--- src/logic/psu_diag_regs.svh ---
// Purpose: Register offsets, limits and timing for the diagnostics bank.
// Assumes: A 50 MHz system clock.
// Notes: Definitions only.
`ifndef PSU_DIAG_REGS_SVH
`define PSU_DIAG_REGS_SVH
// --------------------------------------------------------------
// Register byte offsets
// --------------------------------------------------------------
`define A_OP_HOURS 8'h00
`define A_OP_MIN 8'h04
`define A_TR_ALL 8'h08
`define A_TR_WIN 8'h0c
`define A_VOUT 8'h10
`define A_TURNS 8'h14
`define A_UP_HOURS 8'h18
`define A_UP_MIN 8'h1c
`define A_STATUS 8'h20
`define A_CTRL 8'h24
`define A_SETPT 8'h28
// --------------------------------------------------------------
// Fields, limits and reset values
// --------------------------------------------------------------
`define ST_NVM_OK 0
`define ST_DIP 1
`define ST_GOOD 2
`define ST_BACKFEED 3
`define CTL_SHUT 0
`define MAX_OP_HOURS 19'd262800
`define MAX_MIN 6'd59
`define MAX_COUNT 23'd7200000
`define MAX_UP_HOURS 20'd1000000
`define VOUT_MAX_MV 16'd40000
`define SETPOINT_RST 16'd24100
`define IOUT_NOM_DA 24'd400
`define PHASE_I_DA 16'd200
`define PCT_FULL 24'd100
`define PCT_GOOD 24'd90
`define PCT_PEAK 24'd105
`define TCAP_MAX 16'sd95
`define TAIR_MAX 16'sd65
`define VIN_HI 16'd576
`define VIN_LO 16'd323
`define EVT_N 12
// --------------------------------------------------------------
// Synchronised pin flags
// --------------------------------------------------------------
`define SY_LIMIT 0
`define SY_RESERVE 1
`define SY_PHASE 2
`define SY_HUMID 3
`define SY_LINK 4
`define SY_TRANS 5
`define SY_NVM_OK 6
// --------------------------------------------------------------
// Timing
// --------------------------------------------------------------
`define CLK_KHZ 50000
`define T_REFRESH_MS 50
`define T_DIP_MIN_MS 1
`define T_DIP_HOLD_MS 250
`define T_MINUTE_MS 60000
`endif

--- src/logic/psu_diag_pkg.sv ---
// Purpose: Types shared by the diagnostics bank and its neighbours.
// Assumes: Offsets and limits live in psu_diag_regs.svh.
// Notes: None.
`default_nettype none
package psu_diag_pkg;
  typedef struct packed {
    logic [15:0] vout_mv;
    logic [15:0] iout_da;
    logic signed [15:0] tcap_c;
    logic signed [15:0] tair_c;
    logic [15:0] vin_v;
    logic [18:0] life_hours;
  } meas_t;
  typedef struct packed {
    logic [18:0] hours;
    logic [5:0] minutes;
    logic [22:0] turns;
  } nvm_t;
  typedef enum logic [3:0] {
    ev_output_good, ev_output_dip, ev_peak_power, ev_cap_hot,
    ev_air_hot, ev_overload, ev_vin_high, ev_vin_low,
    ev_supply_down, ev_maintenance, ev_missing_phase, ev_humidity
  } evt_code_t;
  typedef struct packed {
    logic [6:0] s1, s2, s3, flt;
    logic loaded;
    logic [31:0] min_cyc;
    logic [23:0] ref_cyc;
    logic [18:0] op_h;
    logic [5:0] op_m;
    logic [22:0] turns;
    logic [19:0] up_h;
    logic [5:0] up_m;
    logic [22:0] tr_all, tr_win, tr_last;
    logic win_half;
    logic [18:0] sn_op_h;
    logic [5:0] sn_op_m, sn_up_m;
    logic [22:0] sn_all, sn_win, sn_turns;
    logic [19:0] sn_up_h;
    logic [15:0] sn_vout, setpt;
    logic shut;
    logic [23:0] dip_flt, dip_hold;
    logic dip;
    logic [11:0] cond_q, pend;
    logic ev_v;
    evt_code_t ev_code;
    logic [31:0] rdat;
    logic err;
  } state_t;
endpackage
`default_nettype wire

--- src/logic/psu_diag.sv ---
// Purpose: Diagnostic counters, parameters and event source of the supply.
// Assumes: Measurements arrive on clk_sys; flag pins are asynchronous.
// Notes: Registers are reached over APB with one access-phase cycle.
`timescale 1ns/1ps
`default_nettype none
`include "psu_diag_regs.svh"
// --------------------------------------------------------------
// Diagnostics bank
// --------------------------------------------------------------
module psu_diag
  import psu_diag_pkg::*;
#(
  parameter logic [31:0] MINUTE_CYC = 32'(64'(`T_MINUTE_MS) * 64'(`CLK_KHZ)),
  parameter logic [23:0] REF_CYC = 24'(`T_REFRESH_MS * `CLK_KHZ),
  parameter logic [23:0] DIP_MIN_CYC = 24'(`T_DIP_MIN_MS * `CLK_KHZ),
  parameter logic [23:0] DIP_HOLD_CYC = 24'(`T_DIP_HOLD_MS * `CLK_KHZ)
) (
  input wire logic clk_sys,
  input wire logic reset,
  input wire logic [7:0] paddr,
  input wire logic psel,
  input wire logic penable,
  input wire logic pwrite,
  input wire logic [31:0] pwdata,
  output logic [31:0] prdata,
  output logic pready,
  output logic pslverr,
  input wire meas_t meas,
  input wire logic [6:0] flag_pins,
  input wire nvm_t nvm_load,
  output nvm_t nvm_store,
  output logic shutdown,
  output logic output_dip_warning,
  output logic evt_valid,
  output evt_code_t evt_code,
  input wire logic evt_ready
);
  state_t st, n;
  logic tr_rise, min_tick, ref_tick, dip_raw, qualify;
  logic [11:0] cond, clr;
  logic [15:0] vclamp;
  logic [31:0] rd;
  logic rd_err;

  // --------------------------------------------------------------
  // Next-state logic
  // --------------------------------------------------------------
  always_comb begin
    n = st;
    clr = '0;
    rd = '0;
    rd_err = 1'b0;
    // Three stages; a level counts once the last two agree.
    n.s1 = flag_pins;
    n.s2 = st.s1;
    n.s3 = st.s2;
    n.flt = (~(st.s2 ^ st.s3) & st.s3) | ((st.s2 ^ st.s3) & st.flt);
    tr_rise = n.flt[`SY_TRANS] & ~st.flt[`SY_TRANS];
    min_tick = (st.min_cyc == MINUTE_CYC - 32'd1);
    ref_tick = (st.ref_cyc == REF_CYC - 24'd1);
    n.min_cyc = min_tick ? '0 : st.min_cyc + 32'd1;
    n.ref_cyc = ref_tick ? '0 : st.ref_cyc + 24'd1;
    vclamp = (meas.vout_mv > `VOUT_MAX_MV) ? `VOUT_MAX_MV : meas.vout_mv;

    // The stored image is taken one cycle after reset, never under it.
    if (!st.loaded) begin
      n.loaded = 1'b1;
      n.op_h = (nvm_load.hours > `MAX_OP_HOURS) ? `MAX_OP_HOURS : nvm_load.hours;
      n.op_m = (nvm_load.minutes > `MAX_MIN) ? '0 : nvm_load.minutes;
      if (nvm_load.turns >= `MAX_COUNT) begin
        n.turns = `MAX_COUNT;
      end else begin
        n.turns = nvm_load.turns + 23'd1;
      end
    end else if (min_tick) begin
      if (st.op_m == `MAX_MIN) begin
        n.op_m = '0;
        if (st.op_h != `MAX_OP_HOURS) begin
          n.op_h = st.op_h + 19'd1;
        end
      end else begin
        n.op_m = st.op_m + 6'd1;
      end
    end
    if (min_tick) begin
      if (st.up_m == `MAX_MIN) begin
        n.up_m = '0;
        if (st.up_h != `MAX_UP_HOURS) begin
          n.up_h = st.up_h + 20'd1;
        end
      end else begin
        n.up_m = st.up_m + 6'd1;
      end
    end

    if (tr_rise && st.tr_all != `MAX_COUNT) begin
      n.tr_all = st.tr_all + 23'd1;
    end
    // The published window count is the last completed two minutes.
    if (min_tick) begin
      n.win_half = ~st.win_half;
    end
    if (min_tick && st.win_half) begin
      n.tr_last = st.tr_win;
      n.tr_win = {22'd0, tr_rise};
    end else if (tr_rise && st.tr_win != `MAX_COUNT) begin
      n.tr_win = st.tr_win + 23'd1;
    end

    // Dip filter and stretcher.
    dip_raw = 24'(vclamp) * `PCT_FULL < 24'(st.setpt) * `PCT_GOOD;
    if (!dip_raw) begin
      n.dip_flt = '0;
    end else if (st.dip_flt < DIP_MIN_CYC - 24'd1) begin
      n.dip_flt = st.dip_flt + 24'd1;
    end
    qualify = dip_raw && (st.dip_flt == DIP_MIN_CYC - 24'd1);
    if (qualify) begin
      n.dip_hold = DIP_HOLD_CYC;
    end else if (st.dip_hold != '0) begin
      n.dip_hold = st.dip_hold - 24'd1;
    end
    n.dip = (n.dip_hold != '0);

    cond[ev_output_good] = 24'(vclamp) * `PCT_FULL >= 24'(st.setpt) * `PCT_GOOD;
    cond[ev_output_dip] = st.dip;
    cond[ev_peak_power] = st.flt[`SY_RESERVE]
      && 24'(meas.iout_da) * `PCT_FULL > `IOUT_NOM_DA * `PCT_PEAK;
    cond[ev_cap_hot] = meas.tcap_c > `TCAP_MAX;
    cond[ev_air_hot] = meas.tair_c > `TAIR_MAX;
    cond[ev_overload] = st.flt[`SY_LIMIT];
    cond[ev_vin_high] = meas.vin_v > `VIN_HI;
    cond[ev_vin_low] = meas.vin_v < `VIN_LO;
    cond[ev_supply_down] = ~st.flt[`SY_LINK];
    cond[ev_maintenance] = st.op_h > meas.life_hours;
    cond[ev_missing_phase] = st.flt[`SY_PHASE] && meas.iout_da > `PHASE_I_DA;
    cond[ev_humidity] = st.flt[`SY_HUMID];

    // Publish values and sample conditions on the refresh tick.
    if (ref_tick) begin
      n.sn_op_h = st.op_h;
      n.sn_op_m = st.op_m;
      n.sn_all = st.tr_all;
      n.sn_win = st.tr_last;
      n.sn_turns = st.turns;
      n.sn_up_h = st.up_h;
      n.sn_up_m = st.up_m;
      n.sn_vout = vclamp;
      n.cond_q = cond;
    end

    // Lowest code wins; a new rise beats the clear of the same bit.
    if (!st.ev_v || evt_ready) begin
      n.ev_v = 1'b0;
      for (int i = `EVT_N - 1; i >= 0; i--) begin
        if (st.pend[i]) begin
          n.ev_v = 1'b1;
          n.ev_code = evt_code_t'(4'(i));
          clr = 12'd1 << i;
        end
      end
    end
    n.pend = (st.pend & ~clr) | (ref_tick ? (cond & ~st.cond_q) : 12'd0);

    unique case (paddr)
      `A_OP_HOURS: rd = 32'(st.sn_op_h);
      `A_OP_MIN: rd = 32'(st.sn_op_m);
      `A_TR_ALL: rd = 32'(st.sn_all);
      `A_TR_WIN: rd = 32'(st.sn_win);
      `A_VOUT: rd = 32'(st.sn_vout);
      `A_TURNS: rd = 32'(st.sn_turns);
      `A_UP_HOURS: rd = 32'(st.sn_up_h);
      `A_UP_MIN: rd = 32'(st.sn_up_m);
      `A_STATUS: begin
        rd[`ST_NVM_OK] = st.flt[`SY_NVM_OK];
        rd[`ST_DIP] = st.dip;
        rd[`ST_GOOD] = st.cond_q[ev_output_good];
        rd[`ST_BACKFEED] = st.sn_vout > st.setpt;
      end
      `A_CTRL: rd[`CTL_SHUT] = st.shut;
      `A_SETPT: rd = 32'(st.setpt);
      default: rd_err = 1'b1;
    endcase
    // Read data is latched in setup so the bus sees a flop.
    if (psel && !penable) begin
      n.rdat = rd_err ? 32'h0 : rd;
      n.err = rd_err;
    end
    if (psel && penable && pwrite && paddr == `A_CTRL) begin
      n.shut = pwdata[`CTL_SHUT];
    end
    if (psel && penable && pwrite && paddr == `A_SETPT) begin
      n.setpt = pwdata[15:0];
    end
  end

  always_ff @(posedge clk_sys) begin
    if (reset) begin
      st <= '0;
      st.setpt <= `SETPOINT_RST;
    end else begin
      st <= n;
    end
  end

  assign prdata = st.rdat;
  assign pready = psel & penable;
  assign pslverr = psel & penable & st.err;
  assign nvm_store = '{hours: st.op_h, minutes: st.op_m, turns: st.turns};
  assign shutdown = st.shut;
  assign output_dip_warning = st.dip;
  assign evt_valid = st.ev_v;
  assign evt_code = st.ev_code;
endmodule // psu_diag
`default_nettype wire

--- config.mk ---
export PLATFORM = sky130hd
export DESIGN_NAME = psu_diag
export DESIGN_NICKNAME = d
export VERILOG_FILES = /design/src/logic/psu_diag_pkg.sv /design/src/logic/psu_diag.sv
export VERILOG_INCLUDE_DIRS = /design/src /design/src/logic
export SDC_FILE = /design/constraint.sdc
export NUM_CORES = 1
export LEC_CHECK = 0
export BUFFER_PORTS_ARGS = -buffer_cell sky130_fd_sc_hd__buf_2
export CAP_MARGIN = 10
export CORE_ASPECT_RATIO = 1.25
export CORE_MARGIN = 1
export CORE_UTILIZATION = 25
export DETAILED_ROUTE_END_ITERATION = 10
export GPL_TIMING_DRIVEN = 0
export HOLD_SLACK_MARGIN = 0.02
export PLACE_DENSITY = 0.43
export SLEW_MARGIN = 20
export SYNTH_ARGS = -nofsm -noshare
export SYNTH_HDL_FRONTEND = slang
export SYNTH_SLANG_ARGS = --single-unit
--- constraint.sdc ---
create_clock -name clk_sys -period 10.23 [get_ports clk_sys]
set_input_delay 2.046 -clock clk_sys [delete_from_list [all_inputs] [get_ports clk_sys]]
set_output_delay 2.046 -clock clk_sys [all_outputs]
set_load 0.02 [all_outputs]
==> results.txt, run 1 <==
For the clock group share of total power, the log shows 40.0%. Async set-or-reset flop fraction in the synthesized netlist: 0%. In the post-synthesis netlist, the biggest area contributors are dfxtp_1 35%, ha_1 10%, nand2_1 7.2%. Among all cell types in the netlist, the one instantiated most often is nand2_1. Among the stages of the critical path, the cell type that occurs most often is ha_1. The chip height works out to 374 um.

The type of the worst setup path was in -> reg. The tightest slew margin relative to the limit was 29.8%. The register bit count reported by yosys was 484; the number of pins with negative max-slew slack in the final report was 0. For this design the ratio of total power to cell area is 162 mW/mm2. In this run the worst path has a maximum fanout of 10.

The clock arrives with 41.5 ps of skew. The final net count came out at 4230. The analysis attributes to net switching a power of 1.63 mW. From left edge to right edge, the die measures 300 um.

The cell area after synthesis is 0.0277 mm2, and the final estimated routing congestion in global placement is 0.922. Once layout is complete, the cells apart from fillers number 5252. In this run the cell area measured after placement is 0.0309 mm2. The first-pass GRT wire length was 145000 um. In the synthesized netlist, the number of instances is 3430. For the via count of the first global-routing pass, the log shows 23900.

The core region is 0.110 mm2. For the worst setup path, the data arrival time is 9370 ps. The commonest cells after synthesis are 528 x nand2_1, 484 x dfxtp_1, 340 x a21oi_1. The via-per-instance ratio was 4.74; the leakage power figure was 13.4 nW. Once the clock tree was built, the setup fixing pass inserted 0 buffers. At the later pin of the worst-skew pair, clock insertion delay measures 650 ps. TritonCTS built the clock tree. The initialized floorplan defines 136 standard-cell rows. Of the available clock period, the critical path in the final layout requires 86.7%.

Of the cells placed in the final design, the portion with a size suffix greater than 1 is 12.3%. The logs give 1648 for the iteration-0 DRC count of the detailed router and 38.1% for the proportion of power drawn by flip-flops and latches. For the hold violation count in the final report, the log shows 0. The instance count after placement with tap cells included came out at 5146.

Compared with the post-synthesis result, the final layout area differs by 18.6%. The worst setup path is captured at a register. In this run, post-CTS repair resized a total of 0 instances. For the setup TNS, the log shows 0 ps.

Setup repair after global routing left no endpoint under its margin. After clock tree synthesis, the clock-pin slew on the worst setup and hold paths is 60 ps. Setup violations remaining at the end of the flow were counted as 0. The root buffer cell chosen for the clock tree is clkbuf_16. During I/O placement, the number of pins put on the boundary was 289.

dfxtp_1 takes more of the synthesized area than any other cell. For this run, the number of Yosys warnings is 0. The routed layout has 24900 vias. Summing the sequential cell areas from Yosys gives 35.0% of the chip area. For this configuration, the core starts out at a cell density of 25.2%. The total wire length is 96400 um, and the final instance area is 0.0329 mm2. Among all flip-flop cells after synthesis, the most frequent one is dfxtp_1.

The logs give 0 for the total congestion overflow after global routing and 83 for the number of distinct library cells after synthesis. For the pin with the worst max-slew slack, the measured transition is 1040 ps. The category of the worst setup path launch point was an input pin.

The number of buffers inserted by port buffering is 257, and the number of buffers on the longest clock path is 3. Across the VDD grid, the largest voltage drop is 133 uV. Number of enable-type register cells in the synthesized netlist: 0. Based on the critical path, the design can be clocked at up to 113 MHz.

The run gives 0.112 mm2 as the die outline area. The logs give 424 ps for the worst hold slack and 484 for the number of sinks handled by clock tree synthesis. Of the total power, combinational logic draws 22.0%.

The TritonCTS buffer count is 57. The number of antenna violations at the first check in global routing came out at 5. The switching share of power came out at 30.6%. The run finished with clean final reports. The number of buffers inserted by hold repair at cts is 0. Among all stages on the critical path, the largest delay is contributed by or4_1. Global routing used 16.7% of the available tracks.

The share of synthesized area in the top cell type comes to 35.0%. The first TritonRoute pass finished after 6 iterations. The time the final worst path needs with I/O delays and setup works out to 8870 ps. Placed wire-length estimate after detailed placement: 77100 um. For this run, the slowest stage of the critical path takes 780 ps.

The register-to-register setup slack was 2820 ps; the critical path required time was 10730 ps. In this run the worst hold path is classified as reg -> reg. In the routed design, unresolved DRC markers number 0.

The H-tree generated during clock tree synthesis spans 2 levels. The post-detailed-route count of antenna-violating nets was 0; the average wire per standard cell was 18.4 um. Internal power comes to 3.70 mW. The pin count of the biggest net entering global routing came out at 17. A synthesized cell averages 8.08 um2. The tool flagged a number of max-cap violations equal to 0.
==> placed cells by master, fill, tap and decap left out, types with 15 or more instances in the layout <==
cell type	n
o211ai_1	15
nand4_1	52
ha_1	226
nand3_1	74
clkbuf_1	137
nor3_1	63
a31oi_1	31
nor4_1	28
o21ai_0	96
clkbuf_16	57
buf_4	84
a22oi_1	35
a222oi_1	28
a21oi_1	340
nor2b_1	40
a221oi_1	20
and2_1	19
and3_1	52
buf_2	264
fa_1	48
xor2_1	122
xnor2_1	76
nand2_1	528
or3_1	34
o21a_1	15
and4_1	15
inv_1	241
a21o_1	24
nand2b_1	21
dfxtp_1	484
nor2_1	318
==> power by group through the flow <==
stage               Clock (mW)  Combinational, mW  Sequential [mW]
floorplan                    0              0.878             2.05
global placement             0               1.18             2.07
detailed placement           0               1.18             2.07
CTS                       2.19               1.19             2.03
global route              2.27               1.33             2.04
finish                    2.13               1.17             2.03
==> registers in the layout, summed over array words and instances, names as in the netlist, named ones only <==
register,cells
evt_code,4
evt_valid,1
prdata,23
output_dip_warning,1
n,14
nvm_store,48
st,386
shutdown,1
==> cell type report <==
cell class	count	area [um2]
flip-flops and latches	484	9690
clock buffers	80	1610
diodes	1	2.50
multi-input cells	2489	16000
inverters	241	905
repair buffers	259	1310
fillers	12100	77100
plain buffers	224	1180
well taps	1449	1810
clock inverters	25	345
==> per-stage QoR <==
stage                     util (%)  total power [mW]  setup slack (ps)
after floorplan                  -              2.92              2600
after global placement        28.1              3.25               556
after detailed placement      28.1              3.25               551
after CTS                     29.9              5.41              1170
after global routing          29.9              5.64               840
final                         29.9              5.33              1360
==> cells by family after synthesis <==
logic type                 Yosys count  synth area share (%)
muxes                               12                 0.434
AOI/OAI and AO/OA                  680                  14.9
and+or+nand+nor                   1316                  22.2
DFF                                484                  35.0
buffers and inverters              465                  7.50
xor gates and xnor gates           198                  6.26
other                                1                0.0135
adders and majority gates          274                  13.7
==> critical path: cells and delay by family <==
family / cells / cell delay (ps)
buffers and inverters: 5 / 890
AO/OA/AOI/OAI: 7 / 1750
adder cells (fa/ha/maj): 5 / 1700
XOR/XNOR: 1 / 240
AND/OR/NAND/NOR: 11 / 2730
==> final timing paths <==
path | from | endpoint | cells past startpoint
setup reg to reg | st[119]$_SDFFE_PP0P_ | st[63]$_SDFF_PP0_ | 25
hold reg to reg | st[109]$_SDFFE_PP0N_ | st[109]$_SDFFE_PP0N_ | 2
hold / removal | st[109]$_SDFFE_PP0N_ | st[109]$_SDFFE_PP0N_ | 2
setup / recovery | meas[98] | st[63]$_SDFF_PP0_ | 29
==> layer usage <==
layer / vias to the layer above / track usage (%) / wire length [um]
met3: 142 / 1.92 / 4300
met2: 606 / 29.6 / 47300
met5: - / 0 / 17
li1: 12300 / - / -
met1: 11800 / 21.1 / 42200
met4: 2 / 4.51 / 2590
Note: power is estimated with default switching activity, not from simulation.
==> run 2: changes to the inputs <==
BUFFER_PORTS_ARGS = not set   (was -buffer_cell sky130_fd_sc_hd__buf_2)
DONT_BUFFER_PORTS = 1   (was not set)
MAX_ROUTING_LAYER = met4   (was not set)
PLACE_DENSITY = 0.41   (was 0.43)
TNS_END_PERCENT = 50   (was not set)
==> results.txt, run 2 (synthesis results as in run 1) <==
The run finished with clean final reports. The run gives 0 (unchanged) as the DRC violation count after routing. Share of the clock period used by the worst path: 86.1% (-0.58 points).

The area growth from synthesis to final layout is 14.0%, and the endpoint arrival time on the critical path is 9280 ps (-90 ps). Among the stages of the critical path, the cell type that occurs most often is ha_1. The worst setup path is captured at a register. The run gives 0 (unchanged) as the number of buffers inserted by hold repair at cts. Vias after detailed routing: 24000 (-3.7%). The boundary pin count is 289 (unchanged). The chip height came out at 374 um (unchanged).

The tools report the number of sinks handled by clock tree synthesis as 484 (unchanged). The tools report the highest achievable clock rate as 114 MHz (+0.68%). The clock-pin slew of the registers on the worst-case setup and hold paths was 60 ps (about the same); the number of gates resized after cts was 0 (unchanged). The power after layout was 5.31 mW (-0.36%). The via-per-instance ratio is 4.80 (+1.2%), and the setup TNS is 0 ps (unchanged). Total power density per cell area: 168 mW/mm2 (+3.6%). The leakage power figure came out at 12.3 nW (-8.1%). The run gives 0 (unchanged) as the total congestion overflow after global routing. The critical path's largest stage delay came out at 810 ps (+30 ps).

The fraction of final layout cells sized beyond drive strength 1 is 6.06% (-6.2 points). The final estimated routing congestion in global placement was 0.951 (+3.1%); the highest fanout seen on the critical path was 10 (unchanged). The total core area is 0.110 mm2 (unchanged). The worst setup margin was 1420 ps (+59.8 ps); the number of pins with negative max-slew slack in the final report was 0 (unchanged). The setup skew after layout is 70.0 ps (+28.5 ps). The pin count of the biggest net entering global routing is 17 (unchanged). The logs give 10710 ps (-20 ps) for the critical path required time and 56 (-1.8%) for the TritonCTS buffer count.

The clock group share of total power came out at 40.7% (+0.7 points). The path class of the tightest hold or removal check is reg -> reg. For the proportion of power drawn by flip-flops and latches, the log shows 38.3% (+0.2 points).

The register with the most flip-flops in the final layout is st. The post-detailed-route count of antenna-violating nets is 0 (unchanged). On the critical path, the stage with the largest delay is an instance of or4_1. Number of buffers on the longest clock path: 3 (unchanged).

The buffer type at the clock tree root was clkbuf_16. Setup repair after global routing left no endpoint under its margin. TritonCTS built the clock tree. The die outline area came out at 0.112 mm2 (unchanged). The critical path is of the in -> reg type. Placed wire-length estimate after detailed placement: 77500 um (+0.47%).

The hold violation count in the final report came out at 0 (unchanged). The die boundary width works out to 300 um (unchanged). Internal cell power: 3.69 mW (-0.23%). Leaving out fill and tap cells, the most frequent cell in the layout is nand2_1. The combinational group share of total power is 21.0% (-1.0 points). The iteration-0 DRC count of the detailed router was 1398 (-15%). The tools report the clock latency on the worst-skew pair as 660 ps (about the same). The tools report the final net count as 3972 (-6.1%). The first-pass GRT wire length is 146000 um (+0.73%), and the number of buffers inserted to repair setup after CTS is 0 (unchanged). The logs give 563 ps (+11.2 ps) for the pre-CTS setup slack and 136 (unchanged) for the number of placement rows. Number of levels in the clock H-tree: 2 (unchanged). The flip-flop count of the largest register after layout is 386 (unchanged).

The slew at the pin with the worst max-slew slack is 1190 ps (+145 ps). The library cells used most frequently in the layout, excluding fill and tap cells, are 528 x nand2_1, 484 x dfxtp_1, 340 x a21oi_1. Time the final worst path needs with I/O delays and setup: 8810 ps (-59.8 ps). The number of setup violations in the final report was 0 (unchanged). The number of buffers inserted by port buffering is 0 (-100%). STA classifies the critical path startpoint as an input pin. The number of antenna violations at the first check in global routing was 4 (-1); the switching share of power was 30.6% (-0.090 points). The logs give 23300 (-2.6%) for the via count of the first global-routing pass and 1.62 mW (-0.65%) for the switching power total. Total wire length: 97300 um (+0.87%).

The number of fillers in the final layout is 12100 (+0.46%). The worst-case vdd ir drop came out at 126 uV (-5.1%). The average wire per standard cell was 19.5 um (+6.0%).

The global-route usage over all layers came out at 17.5% (+0.78 points). The tightest slew margin relative to the limit was 20.8% (-9.0 points). The logs give 8 (+2) for the length of the first detailed-routing pass in iterations and 25.2% (unchanged) for the effective utilization at floorplan. The number of max-cap violations was 0 (unchanged).
[run 2: cell count changes in the layout (fill, tap and decap cells not counted), sizes merged]
cell      before  now
buf          356   99
clkbuf       207  206
clkinvlp       5    4
diode          1    4
inv          242  244
[run 2: power groups by stage]
stage	clock (mW)	combinational, mW	sequential, mW
2_1_floorplan	0	0.878	2.05
3_3_place_gp	0	1.12	2.08
3_5_place_dp	0	1.12	2.08
4_1_cts	2.22	1.13	2.03
5_1_grt	2.29	1.27	2.04
6_report	2.16	1.12	2.03
[run 2: cell type report]
cell class / count / area, um2 / area share [%]
inverters: 241 / 905 / 2.86
clock buffers: 79 / 1650 / 5.21
plain buffers: 224 / 1170 / 3.71
well taps: 1449 / 1810 / 5.74
repair buffers: 2 / 22.5 / 0.0713
clock inverters: 26 / 338 / 1.07
flip-flops and latches: 484 / 9690 / 30.7
multi-input cells: 2489 / 16000 / 50.6
diodes: 4 / 10.0 / 0.0317
[run 2: critical path, delay by kind of cell]
| kind | cells | cell delay [ps] |
|---|---|---|
| adders and majority gates | 5 | 1710 |
| and+or+nand+nor | 11 | 2790 |
| AOI/OAI and AO/OA | 7 | 1790 |
| xor gates and xnor gates | 1 | 240 |
| buffers and inverters | 4 | 710 |
[run 2: worst paths after layout]
kind	start	endpoint	slack, ps	depth (start not counted)
max	meas[97]	st[70]$_SDFF_PP0_	1420	28
min	st[105]$_SDFFE_PP0N_	st[105]$_SDFFE_PP0N_	430	2
max reg2reg	st[119]$_SDFFE_PP0P_	st[70]$_SDFF_PP0_	2730	25
min reg2reg	st[105]$_SDFFE_PP0N_	st[105]$_SDFFE_PP0N_	430	2
[run 2: metrics by stage]
stage	cell area, um2	hold slack [ps]	instances	utilization, %
after floorplan	27700	408	3438	-
after global placement	29600	419	4887	26.9
after detailed placement	29600	419	4889	26.9
after CTS	31600	429	4994	28.7
after global routing	31600	438	4995	28.7
final	31600	426	4998	28.7
[run 2: layer usage]
layer / vias to the layer above / GRT usage (%) / wire, um
li1: 11900 / - / -
met1: 11500 / 21.8 / 42800
met2: 538 / 29.7 / 47700
met3: 121 / 1.80 / 4220
met4: 0 / 4.79 / 2460
met5: - / - / 0
